## src/pkg/pwg_regs.svh

```systemverilog
// register offsets, field positions and reset values of the wave generator
`ifndef PWG_REGS_SVH
`define PWG_REGS_SVH

`define PWG_ADDR_HIGH_LEN   8'h00
`define PWG_ADDR_LOW_LEN    8'h01
`define PWG_LEN_MSB         2
`define PWG_LEN_RESET       3'h2
`define PWG_CNT_ONE         3'h1
`define PWG_CNT_TWO         3'h2

`endif

```

## src/pkg/pwg_pkg.sv

```systemverilog
// types shared by the wave generator design
package pwg_pkg;

    typedef enum logic [0:0] {
        PWG_IDLE = 1'b0,
        PWG_RUN  = 1'b1
    } pwg_mode_t;

    typedef struct packed {
        logic       strb_s1;
        logic       strb_s2;
        logic       strb_s3;
        logic [7:0] addr_s1;
        logic [7:0] addr_s2;
        logic [7:0] data_s1;
        logic [7:0] data_s2;
        logic       start_s1;
        logic       start_s2;
        logic       clr_s1;
        logic       clr_s2;
        logic [2:0] high_len;
        logic [2:0] low_len;
        logic [2:0] low_phase_counter;
        logic [2:0] high_cnt;
        logic       wave;
        logic       cend_n;
        pwg_mode_t  mode;
    } pwg_state_t;

endpackage : pwg_pkg

```

## src/rtl/pwg_top.sv

```systemverilog
// programmable duty wave generator with host-written phase lengths
`timescale 1ns/1ps
`include "pwg_regs.svh"

module pwg_top
    import pwg_pkg::*;
(
    input  wire logic       core_clk,
    input  wire logic       resetn,
    input  wire logic       host_strobe_n,
    input  wire logic [7:0] host_addr,
    input  wire logic [7:0] host_data,
    input  wire logic       start_n,
    input  wire logic       quiesce_clear,
    output logic            wave_out,
    output logic            count_end_pulse_n
);

    pwg_state_t q_r;
    pwg_state_t q_nxt;

    logic       wr_fire;
    logic       start_on;
    logic       clear_on;
    logic [2:0] act_cnt;

    // ------------------------------------------------------------
    // pin synchronisers and host write decode
    // ------------------------------------------------------------
    // address and data ride two stages, matching the first two of the strobe's three, so a
    // strobe edge always meets the address that came with it
    assign wr_fire  = q_r.strb_s3 & ~q_r.strb_s2;
    assign start_on = ~q_r.start_s2;
    assign clear_on = q_r.clr_s2;
    assign act_cnt  = q_r.wave ? q_r.high_cnt : q_r.low_phase_counter;

    // ------------------------------------------------------------
    // next state
    // ------------------------------------------------------------
    always_comb begin
        q_nxt          = q_r;
        q_nxt.strb_s1  = host_strobe_n;
        q_nxt.strb_s2  = q_r.strb_s1;
        q_nxt.strb_s3  = q_r.strb_s2;
        q_nxt.addr_s1  = host_addr;
        q_nxt.addr_s2  = q_r.addr_s1;
        q_nxt.data_s1  = host_data;
        q_nxt.data_s2  = q_r.data_s1;
        q_nxt.start_s1 = start_n;
        q_nxt.start_s2 = q_r.start_s1;
        q_nxt.clr_s1   = quiesce_clear;
        q_nxt.clr_s2   = q_r.clr_s1;

        // undecoded addresses fall through and leave both lengths alone
        if (wr_fire && q_r.addr_s2 == `PWG_ADDR_HIGH_LEN) begin
            q_nxt.high_len = q_r.data_s2[`PWG_LEN_MSB:0];
        end
        if (wr_fire && q_r.addr_s2 == `PWG_ADDR_LOW_LEN) begin
            q_nxt.low_len = q_r.data_s2[`PWG_LEN_MSB:0];
        end

        // clear wins over start and parks the sequence until the next start
        if (clear_on) begin
            q_nxt.wave   = 1'b0;
            q_nxt.cend_n = 1'b1;
            q_nxt.mode   = PWG_IDLE;
        end else if (start_on) begin
            // start held low keeps reloading, so the low phase counts from release
            q_nxt.wave    = 1'b0;
            q_nxt.low_phase_counter = q_r.low_len;
            q_nxt.cend_n  = 1'b1;
            q_nxt.mode    = PWG_RUN;
        end else begin
            case (q_r.mode)
                PWG_IDLE: begin
                    q_nxt.cend_n = 1'b1;
                end
                PWG_RUN: begin
                    // the counter of the current phase steps on every base clock edge, the other holds until the pulse end reloads it
                    if (q_r.wave) begin
                        q_nxt.high_cnt = q_r.high_cnt - 3'h1;
                    end else begin
                        q_nxt.low_phase_counter = q_r.low_phase_counter - 3'h1;
                    end
                    if (!q_r.cend_n) begin
                        // pulse ends: rising edge toggles the wave
                        q_nxt.cend_n = 1'b1;
                        q_nxt.wave   = ~q_r.wave;
                        if (q_r.wave) begin
                            q_nxt.low_phase_counter = q_r.low_len;
                        end else begin
                            q_nxt.high_cnt = q_r.high_len;
                        end
                    end else if (act_cnt <= `PWG_CNT_TWO) begin
                        // lengths below two fall into this branch too and act as two
                        q_nxt.cend_n = 1'b0;
                    end
                end
                default: begin
                    q_nxt.mode = PWG_IDLE;
                end
            endcase
        end
    end

    // ------------------------------------------------------------
    // state register
    // ------------------------------------------------------------
    always_ff @(posedge core_clk or negedge resetn) begin
        if (!resetn) begin
            q_r          <= '0;
            q_r.strb_s1  <= 1'b1;
            q_r.strb_s2  <= 1'b1;
            q_r.strb_s3  <= 1'b1;
            q_r.start_s1 <= 1'b1;
            q_r.start_s2 <= 1'b1;
            q_r.high_len <= `PWG_LEN_RESET;
            q_r.low_len  <= `PWG_LEN_RESET;
            q_r.cend_n   <= 1'b1;
            q_r.mode     <= PWG_IDLE;
        end else begin
            q_r <= q_nxt;
        end
    end

    assign wave_out          = q_r.wave;
    assign count_end_pulse_n = q_r.cend_n;

    // ------------------------------------------------------------
    // checks
    // ------------------------------------------------------------
    logic [3:0] hold_r;
    logic [2:0] exp_r;

    // cycles the wave has held its level, and the length loaded for it
    always_ff @(posedge core_clk or negedge resetn) begin
        if (!resetn) begin
            hold_r <= 4'h0;
            exp_r  <= 3'h0;
        end else if (q_nxt.wave != q_r.wave || start_on || clear_on) begin
            hold_r <= 4'h1;
            exp_r  <= q_nxt.wave ? q_nxt.high_cnt : q_nxt.low_phase_counter;
        end else if (hold_r != 4'hF) begin
            hold_r <= hold_r + 4'h1;
        end
    end
endmodule : pwg_top

```

## config.mk

```make
export PLATFORM = sky130hd
export DESIGN_NAME = pwg_top
export DESIGN_NICKNAME = d
export VERILOG_FILES = /design/src/pkg/pwg_pkg.sv /design/src/rtl/pwg_top.sv
export VERILOG_INCLUDE_DIRS = /design/src /design/src/pkg
export SDC_FILE = /design/constraint.sdc
export NUM_CORES = 1
export LEC_CHECK = 0
export BUFFER_PORTS_ARGS = -buffer_cell sky130_fd_sc_hd__buf_2
export CAP_MARGIN = 15
export CELL_PAD_IN_SITES_DETAIL_PLACEMENT = 0
export CELL_PAD_IN_SITES_GLOBAL_PLACEMENT = 1
export CORE_MARGIN = 5
export CORE_UTILIZATION = 48
export DETAILED_ROUTE_END_ITERATION = 8
export PLACE_DENSITY_LB_ADDON = 0.1
export SETUP_SLACK_MARGIN = 0.3
export SYNTH_ARGS = -nofsm -noshare
export SYNTH_HDL_FRONTEND = slang
export SYNTH_SLANG_ARGS = --single-unit
```

## constraint.sdc

```tcl
create_clock -name core_clk -period 3.05 [get_ports core_clk]
set_input_delay 0.61 -clock core_clk [delete_from_list [all_inputs] [get_ports core_clk]]
set_output_delay 0.61 -clock core_clk [all_outputs]
set_load 0.02 [all_outputs]
```

== Yosys cells after proc, flatten, opt, wreduce, memory -nomap -nowiden ==
Index checks and enable logic that the tools add are counted.

* Bits in registers: 44

* Magnitude comparators: 1
* Bitwise gates (word level): 5
* Equality and inequality tests: 5
* Muxes and demuxes: 13
* $add $sub $neg: 2
* Reductions and logical operators: 6

{| class="wikitable"
|+ Operators by type and width
! kind !! number
|-
| $mux 3 || 8
|-
| $mux 7 || 2
|-
| $eq 8x1->1 const B || 1
|-
| $logic_not 8->1 || 1
|-
| $ne 3x3->1 const B || 2
|-
| $sub 3x1->3 const B || 2
|-
| $ne 2x2->1 const B || 2
|-
| $not 1->1 || 4
|-
| $reduce_and 2->1 || 2
|-
| $le 3x2->1 const B || 1
|-
| $reduce_and 3->1 || 1
|-
| $logic_and 1x1->1 || 2
|-
| $mux 1 || 2
|-
| $pmux 1 s2 || 1
|-
| $and 1x1->1 || 1
|}

== Logic depth before layout (Yosys ltp) ==
Gate-level depths: netlist of run 1.

* Depth after elaboration: 7
* Mapped depth: 6
* Mapped depth without buffers: 6

== Least setup slack after synthesis of run 1 ==
No wires, ideal clock.

* Kind: register to register
* Start point: reg q_r[40] in the netlist's numbering
* End point: reg q_r[11] in the netlist's numbering
* Cell stages (with the launch flop): 5
* Buffers on the path: 0
* Arrival time: 1.532 ns
* Period minus slack after synthesis: 1.657 ns
* Required time: 2.925 ns
* Path slack: 1.393 ns
* Cell sequence: dfrtp_1 nor4_1 nand3_1 or4b_4 mux2_4

* Word-level cells in the longest chain between the ends: 2

{| class="wikitable"
|+ RTL lines
! element !! line !! source
|-
| start: declaration || pwg_top.sv:19 || <nowiki>pwg_state_t q_r;</nowiki>
|-
| start signal: assignment || pwg_top.sv:122 || <nowiki>q_r <= q_nxt;</nowiki>
|-
| $eq 8x1->1 (no line) || -- ||
|-
| $logic_and 1x1->1 (no line) || -- ||
|}

Every way passes these cells.
A chain may end at the register's enable or synchronous reset.

== Worst setup path after layout of run 1 ==
* Start point: reg q_r, in the netlist wave_out
* End point: out wave_out

{| class="wikitable"
|+ RTL lines
! element !! line !! source
|-
| end: declaration || pwg_top.sv:15 || <nowiki>output logic wave_out,</nowiki>
|}

No word-level cell between the ends.

==> flow_summary.json, run 1 <==
{
  "outcome": "finished clean",
  "insertion_delay_ps": 330,
  "required_ps": 2440,
  "multi_input_area_um2": 399,
  "grt_overflow": 0,
  "whs_ps": 350,
  "tightestPinTransition_ps": 913,
  "setup_viol": 0,
  "grt_usage_pct": 12.3,
  "rsz0062_at_grt": "false",
  "ff2ff_path_depth": 4,
  "yosys_warnings": 0,
  "setup_tns_ps": 0,
  "core_area_mm2": 0.00308,
  "met1_usage_pct": 12.7,
  "die_x_um": 66.7,
  "cts_resized": 0,
  "nFillCells": 274,
  "syn_area_mm2": 0.00154,
  "max_slew_margin_pct": 39.2,
  "grt_use_met3_pct": 4.72,
  "hold_violations": 0,
  "fmax_mhz": 538,
  "critPathBufInv": 1,
  "fin_nets": 152,
  "cts-root-buf": "clkbuf_4",
  "layout_common_cells": "dfrtp_1 (36), buf_2 (17), o21ai_0 (8), dfstp_2 (8), nand3_1 (6)",
  "rows": 20,
  "design_area_mm2": 0.00172,
  "cts_buffers": 5,
  "syn_inst": 109,
  "hp-class": "flop to flop",
  "netlist-cell-type-count": 28,
  "final_common_cell": "dfrtp_1",
  "crit_start": "wave_out$_DFFE_PN0P_",
  "dr.pass1.iters": 6,
  "ioPinCount": 23,
  "placed_area_mm2": 0.00167,
  "p_leak_nw": 0.776,
  "initial_core_util_pct": 50.2,
  "min_period_over_period_pct": 60.9,
  "globalplace.congestion": 0.850,
  "routed_wl_mm": 2.14,
  "synth.avg_cell_area_um2": 14.2,
  "vdd_drop_max_mv": 0.355,
  "crit_path_cell_trace": "buf_2",
  "clkSlewWorstSetupHoldPaths_ps": 120,
  "postLayoutCoreUtil_pct": 56.0,
  "reg2reg_from": "q_r[39]$_DFF_PN0_",
  "pwr_density_cell_mw_per_mm2": 552,
  "cp-start-kind": "flop",
  "drv_slew": 0,
  "cts_tree": "yes",
  "vias_per_cell": 5.01,
  "busiest_layer": "met2",
  "power.total_uw": 950,
  "grt_antenna_before_repair": 0,
  "hp-start": "q_nxt[39]$_DFF_PN0_",
  "syn-num-nets": 132,
  "areaGrowthSynthToFinish_pct": 11.6,
  "die_area_mm2": 0.00445,
  "path_class": "flop to output port",
  "wl_per_cell_um": 12.3,
  "drive_above_1_share_pct": 30.8,
  "cp_max_fo": 17,
  "use_met2_pct": 21.9,
  "post_cts_buffers": 0,
  "grt_pass1_vias": 915,
  "reg2reg_slack_ps": 1270,
  "drcViolationCount": 0,
  "r2r-end": "q_r[14]$_DFFE_PN0P_",
  "port_buffers": 17,
  "drv_cap": 0,
  "grt_pass1_wl_mm": 3.97,
  "seq_area_frac_synth_pct": 72.0,
  "cp-endpoint": "wave_out",
  "cts_sinks": 44,
  "cp_num_cells": 1,
  "slowest_delay_ps": 660,
  "cpLargestDelayFamily": "flip-flops",
  "h-tree-depth": 2,
  "n_antenna_cell": 0,
  "grt_max_degree": 45,
  "arrival_ps": 1250,
  "final-seq-area_mm2": 0.00111,
  "die_h_um": 66.7,
  "ys_seq_elements": 44,
  "crit_slowest_cell": "dfrtp_1",
  "cp-end-kind": "output port",
  "ant_nets": 0,
  "clockBufferDepth": 2,
  "worst_clock_skew_ps": 12.2,
  "finalCriticalPeriod_ps": 1860,
  "cts_hold_buf": 0,
  "drt_iter0_drc": 33,
  "num_vias": 871
}
[cell type report]
cell class	count	area share, %
well taps	44	3.20
inverters	5	1.09
flip-flops and latches	44	64.5
clock inverters	2	0.726
multi-input cells	56	23.2
repair buffers	17	4.94
clock buffers	6	2.40
[Yosys cell counts]
master	n	area share [%]
o221a_2	1	0.73
nor2b_1	4	1.6
and2_1	2	0.81
dfrtp_1	36	58
a2bb2oi_1	2	1.1
nor2_1	5	1.2
mux2_2	3	2.2
nor3b_1	1	0.49
nor4_1	2	0.81
a211oi_1	1	0.49
ha_1	2	1.6
nand2b_1	2	0.81
inv_1	5	1.2
dfstp_2	8	14
o22ai_1	1	0.41
a21oi_1	5	1.6
clkbuf_1	4	0.97
xnor2_1	1	0.57
nand4b_1	1	0.57
a22oi_1	1	0.49
o2bb2ai_1	1	0.57
mux2_4	3	2.9
o2111ai_1	1	0.57
or4b_4	1	0.89
o21ai_0	8	2.6
and3b_1	1	0.57
nand2_1	1	0.24
nand3_1	6	1.9
[worst min path at each step]
stage	cells past startpoint	slack, ps	end
floorplan	0	310	clear_on$_DFF_PN0_
finish	0	350	q_r[39]$_DFF_PN0_
global placement	0	330	q_r[35]$_DFF_PN0_
CTS	1	330	q_nxt[17]$_DFF_PN1_
detailed placement	0	330	q_r[21]$_DFF_PN0_
global route	1	320	q_nxt[17]$_DFF_PN1_
[registers in the layout (all words and copies together) (netlist names)]
signal,count
clear_on,1
count_end_pulse_n,1
q_r,26
wave_out,1
q_nxt,15
[power breakdown]
group          switching [mW]  internal [mW]  total (mW)
sequential             0.0172          0.617       0.634
clock                   0.170         0.0891       0.259
combinational          0.0301         0.0269      0.0570
total                   0.218          0.733       0.950
[routing by layer]
layer  vias to the layer above  wire (µm)
met5                         -          0
met4                         0         20
met3                         2        128
met2                        21       1070
met1                       434        920
li1                        414          -
[stage by stage]
step | cells | setup WS [ps]
finish | 174 | 1190
detailed placement | 166 | 1230
global placement | 166 | 1230
global route | 174 | 1060
CTS | 174 | 1150
floorplan | 109 | 1390
[kinds of logic (layout without fill, tap and decap cells)]
group / count (synthesis) / in the layout / synth area share [%]
DFF: 44 / 44 / 72.0
and+or+nand+nor: 26 / 26 / 9.97
AOI/OAI and AO/OA: 21 / 21 / 8.59
buffers and inverters: 9 / 30 / 2.19
muxes: 6 / 6 / 5.10
adders and majority gates: 2 / 2 / 1.62
xor gates and xnor gates: 1 / 1 / 0.567
(Power assumes the default switching activity.)
==> run 2: changes to the inputs <==
--- a/config.mk
+++ b/config.mk
@@ -11,7 +11,7 @@
 export CELL_PAD_IN_SITES_DETAIL_PLACEMENT = 0
 export CELL_PAD_IN_SITES_GLOBAL_PLACEMENT = 1
 export CORE_MARGIN = 5
-export CORE_UTILIZATION = 48
+export CORE_UTILIZATION = 44
 export DETAILED_ROUTE_END_ITERATION = 8
 export PLACE_DENSITY_LB_ADDON = 0.1
 export SETUP_SLACK_MARGIN = 0.3
==> constraint.sdc (replaced) <==
create_clock -name core_clk -period 1.9 [get_ports core_clk]
set_input_delay 0.38 -clock core_clk [delete_from_list [all_inputs] [get_ports core_clk]]
set_output_delay 0.38 -clock core_clk [all_outputs]
set_load 0.02 [all_outputs]
==> run 2 against run 1 <==
Effect of this change:
- worst hold slack worse by 230 ps
- routed wire length is 4.5% higher
- via count is 1.8% higher
- register-to-register slack worse by 1100 ps
- sequential power is 61% higher
- cell area is 5.2% higher
- first-iteration DRC count is 120% higher
- clock power is 65% higher
- critical endpoint is now q_r[11]$_DFFE_PN0P_
- critical path type is now flop to flop
- largest power group unchanged
- flip-flop and latch count stayed put
- highest routed layer unchanged
==> flow_summary.json, run 2 (same netlist as run 1, synthesis figures left out) <==
{
  "drt_iter0_drc": 72,
  "outcome": "finished clean",
  "arrival_ps": 1980,
  "met1_usage_pct": 12.4,
  "slowest_delay_ps": 540,
  "drcViolationCount": 0,
  "grt_max_degree": 25,
  "drv_cap": 0,
  "busiest_layer": "met2",
  "final-seq-area_mm2": 0.00111,
  "pwr_density_cell_mw_per_mm2": 856,
  "die_area_mm2": 0.00479,
  "insertion_delay_ps": 340,
  "drive_above_1_share_pct": 34.8,
  "dpl.cell_count": 170,
  "clockBufferDepth": 2,
  "whs_ps": 119,
  "ioPinCount": 23,
  "drv_slew": 0,
  "hold_violations": 0,
  "vdd_drop_max_mv": 0.483,
  "hp-class": "primary input to flop",
  "grt_overflow": 0,
  "grt_antenna_before_repair": 0,
  "rows": 21,
  "port_buffers": 17,
  "tightestPinTransition_ps": 463,
  "max_slew_margin_pct": 69.2,
  "clkSlewWorstSetupHoldPaths_ps": 120,
  "grt_pass1_vias": 910,
  "required_ps": 2140,
  "nFillCells": 318,
  "layout_common_cells": "dfrtp_1 (35), buf_2 (17), o21ai_0 (8), dfstp_2 (8), nand3_1 (6)",
  "n_antenna_cell": 0,
  "dr.pass1.iters": 4,
  "initial_core_util_pct": 45.9,
  "setup_viol": 0,
  "min_period_over_period_pct": 91.7,
  "ant_nets": 0,
  "areaGrowthSynthToFinish_pct": 17.3,
  "crit_path_cell_trace": "nor4_2 > nand3_1 > or4b_4 > mux2_4",
  "fin_nets": 157,
  "worst_slack_ps": 158,
  "power.total_mw": 1.55,
  "globalplace.congestion": 0.851,
  "detailedPlacementHpwl_mm": 1.60,
  "grt_usage_pct": 10.8,
  "wl_per_cell_um": 12.4,
  "num_vias": 887,
  "largest_reg_flops": 26,
  "grt_pass1_wl_mm": 4.09,
  "placed_area_mm2": 0.00170,
  "largest-register": "q_r",
  "cts_tree": "yes",
  "h-tree-depth": 2,
  "cp-end-kind": "flop",
  "design_area_mm2": 0.00181,
  "finalCriticalPeriod_ps": 1740,
  "worst_clock_skew_ps": 5.30,
  "setup_tns_ps": 0,
  "fin_cells": 181,
  "core_area_mm2": 0.00336,
  "pre_cts_ws_ps": 105,
  "grt_use_met3_pct": 4.78,
  "use_met2_pct": 17.1,
  "cts-root-buf": "clkbuf_4",
  "die_h_um": 69.2,
  "postLayoutCoreUtil_pct": 53.9,
  "p_leak_nw": 0.807,
  "cts_sinks": 44,
  "cts_buffers": 5,
  "rsz0062_at_grt": "true",
  "vias_per_cell": 4.90,
  "final_common_cell": "dfrtp_1",
  "fmax_mhz": 574,
  "routed_wl_mm": 2.24,
  "cp_max_fo": 3,
  "path_class": "flop to flop",
  "crit_slowest_cell": "or4b_4",
  "die_x_um": 69.2,
  "multi_input_area_um2": 428,
  "cp-start-kind": "flop"
}
run 2: worst max-delay path, delay by kind of cell, from the launching register on:
kind             cells  cell delay (ps)
multiplexers         1              310
flip-flops           1              390
AND/OR/NAND/NOR      3              930
run 2: path summary, 6_finish.rpt:
| check | from | to | slack (ps) | cells after the start |
|---|---|---|---|---|
| setup / recovery | q_r[41]$_DFF_PN0_ | q_r[11]$_DFFE_PN0P_ | 160 | 4 |
| hold / removal | start_n | q_nxt[17]$_DFF_PN1_ | 120 | 1 |
| setup reg to reg | q_r[41]$_DFF_PN0_ | q_r[11]$_DFFE_PN0P_ | 160 | 4 |
| hold reg to reg | q_nxt[15]$_DFF_PN0_ | clear_on$_DFF_PN0_ | 360 | 0 |
| max in group asynchronous | resetn | q_r[13]$_DFFE_PN1P_ | 830 | 3 |
| min in group asynchronous | resetn | q_nxt[40]$_DFF_PN0_ | 510 | 2 |
run 2: area by class of cell:
class / instances / area share [%]
multi-input combinational: 56 / 23.6
tap: 46 / 3.18
clock inverter: 2 / 0.898
clock buffer: 6 / 2.28
sequential: 44 / 61.4
inverter: 5 / 1.04
timing repair buffer: 22 / 7.60
run 2: metal layers:
layer  up-vias  share of wire [%]
met5         -                  0
met4         0                2.0
met3         5                5.5
met2        18                 48
met1       434                 45
li1        430                  -
run 2: timing repair:
item,in CTS,in global routing
gates resized for setup,5,1
endpoints found under the setup margin,8,6
hold buffers,1,0
setup buffers,2,0
gates cloned,0,0
endpoints found under the hold margin,15,0
pin swaps,1,1
run 2: power by group:
part           total [mW]  internal (mW)  switching, mW
Combinational       0.103         0.0513         0.0521
Sequential           1.02          0.990         0.0288
Clock               0.428          0.147          0.281
Total                1.55           1.19          0.362
==> run 3: changes to the inputs <==
--- a/config.mk
+++ b/config.mk
@@ -8,7 +8,7 @@
 export LEC_CHECK = 0
 export BUFFER_PORTS_ARGS = -buffer_cell sky130_fd_sc_hd__buf_2
 export CAP_MARGIN = 15
-export CELL_PAD_IN_SITES_DETAIL_PLACEMENT = 0
+export CELL_PAD_IN_SITES_DETAIL_PLACEMENT = 1
 export CELL_PAD_IN_SITES_GLOBAL_PLACEMENT = 1
 export CORE_MARGIN = 5
 export CORE_UTILIZATION = 44
==> run 3 against run 2 <==
Effect of this change:
- first-iteration DRC count is 22% higher
- die area stayed put
- largest power group unchanged
- cell count stayed put
- global-route usage is 1.0 points higher
- cell area stayed put
- sequential power hardly changed
==> flow_summary.json, run 3 (same netlist as run 1, synthesis figures left out) <==
{
  "final_common_cell": "dfrtp_1",
  "power_frac_seq_pct": 65.7,
  "switching_share_pct": 23.5,
  "cp_num_cells": 4,
  "slowest_delay_ps": 540,
  "worst_clock_skew_ps": 5.91,
  "cp_max_fo": 3,
  "placed_area_mm2": 0.00170,
  "routed_wl_mm": 2.49,
  "core_area_mm2": 0.00336,
  "grt_pass1_vias": 951,
  "design_area_mm2": 0.00181,
  "path_class": "flop to flop",
  "clkSlewWorstSetupHoldPaths_ps": 120,
  "cts_buffers": 5,
  "largest-register": "q_r",
  "nFillCells": 371,
  "areaGrowthSynthToFinish_pct": 17.3,
  "drv_slew": 0,
  "pwr_density_cell_mw_per_mm2": 858,
  "n_antenna_cell": 0,
  "clkPwrFrac_pct": 27.6,
  "drv_cap": 0,
  "grt_antenna_before_repair": 0,
  "h-tree-depth": 2,
  "die_x_um": 69.2,
  "vdd_drop_max_mv": 0.450,
  "min_period_over_period_pct": 92.9,
  "cts-root-buf": "clkbuf_4",
  "fmax_mhz": 567,
  "tightestPinTransition_ps": 478,
  "max_slew_margin_pct": 68.2,
  "drive_above_1_share_pct": 34.8,
  "outcome": "finished clean",
  "internal-power_mw": 1.19,
  "p_comb_share_pct": 6.7,
  "cp-end-kind": "flop",
  "grt_pass1_wl_mm": 4.44,
  "reg2reg_slack_ps": 130,
  "rsz0062_at_grt": "true",
  "cp-start-kind": "flop",
  "ff2ff_path_depth": 4,
  "drcViolationCount": 0,
  "grt_max_degree": 25,
  "crit_slowest_cell": "or4b_4",
  "net-switching-power_uw": 365,
  "p_leak_nw": 0.807,
  "ant_nets": 0,
  "arrival_ps": 2010,
  "cts_sinks": 44,
  "globalplace.congestion": 0.851,
  "power.total_mw": 1.55,
  "die_h_um": 69.2,
  "required_ps": 2140,
  "clockBufferDepth": 2,
  "holdPathStages": 1,
  "layout_common_cells": "dfrtp_1 (35), buf_2 (17), o21ai_0 (8), dfstp_2 (8), nand3_1 (6)",
  "hold_violations": 0,
  "critPathBufInv": 0,
  "rows": 21,
  "hp-class": "primary input to flop",
  "wl_per_cell_um": 13.7,
  "num_vias": 903,
  "fin_nets": 157,
  "largest_reg_flops": 26,
  "finalCriticalPeriod_ps": 1770,
  "dr.pass1.iters": 2,
  "port_buffers": 17,
  "initial_core_util_pct": 45.9,
  "cts_tree": "yes",
  "ioPinCount": 23,
  "insertion_delay_ps": 340,
  "setup_tns_ps": 0,
  "cpLargestDelayFamily": "simple AND/OR/NAND/NOR gates",
  "grt_overflow": 0,
  "setup_viol": 0,
  "crit_path_cell_trace": "nor4_2 > nand3_1 > or4b_4 > mux2_4",
  "detailedPlacementHpwl_mm": 1.79,
  "vias_per_cell": 4.99,
  "die_area_mm2": 0.00479,
  "grt_usage_pct": 11.8,
  "drt_iter0_drc": 88
}
run 3: cell counts in the layout (fill, tap and decap cells not counted):
No cell type changed its count.
run 3: final timing paths:
check                                            to           startpoint
worst max-delay path            q_r[11]$_DFFE_PN0P_    q_r[40]$_DFF_PN0_
worst min-delay path            q_nxt[52]$_DFF_PN1_        host_strobe_n
worst max register to register  q_r[11]$_DFFE_PN0P_    q_r[40]$_DFF_PN0_
worst min register to register   clear_on$_DFF_PN0_  q_nxt[15]$_DFF_PN0_
max in group asynchronous       q_r[13]$_DFFE_PN1P_               resetn
min in group asynchronous       q_nxt[40]$_DFF_PN0_               resetn
run 3: layout make-up:
class | instances | area, µm² | area share (%)
clock buffer | 6 | 41.3 | 2.28
clock inverter | 2 | 16.3 | 0.898
inverter | 5 | 18.8 | 1.04
multi-input combinational | 56 | 428 | 23.6
sequential | 44 | 1110 | 61.4
tap | 46 | 57.6 | 3.18
timing repair buffer | 22 | 138 | 7.60
run 3: worst reg2reg max path: cells and delay by family (launching register included):
kind             cells  cell delay, ps
AND/OR/NAND/NOR      3             960
flip-flops           1             390
multiplexers         1             310
run 3: what timing repair did:
item	4_1_cts	5_1_grt
resized for setup	5	1
endpoints found under the hold margin	15	0
cloned	0	0
setup buffers	2	0
setup endpoints to repair	8	6
pin swaps	1	0
hold buffers	1	0
run 3: per-stage QoR:
step	hold WS, ps	util [%]	std cells	setup slack (ps)
after CTS	86.6	53.6	181	114
after global placement	331	50.5	170	125
after floorplan	84.4	-	109	243
after global routing	69.6	53.9	181	43.7
final	113	53.9	181	135
after detailed placement	336	50.5	170	92.1
run 3: metal layers:
| metal | track usage (%) | part of all wire (%) | routed length [µm] | up-vias |
|---|---|---|---|---|
| met4 | 5.86 | 2.5 | 61 | 0 |
| li1 | - | - | - | 429 |
| met2 | 18.0 | 49 | 1220 | 18 |
| met1 | 14.4 | 44 | 1090 | 450 |
| met3 | 4.64 | 4.7 | 118 | 6 |
| met5 | 0 | 0 | 0 | - |
run 3: power groups by stage:
stage / clock network (mW) / registers, mW / logic [mW]
final: 0.429 / 1.02 / 0.105
after global routing: 0.499 / 1.03 / 0.120
after CTS: 0.453 / 1.02 / 0.107
after detailed placement: 0 / 1.04 / 0.101
after global placement: 0 / 1.03 / 0.0948
after floorplan: 0 / 1.03 / 0.0544
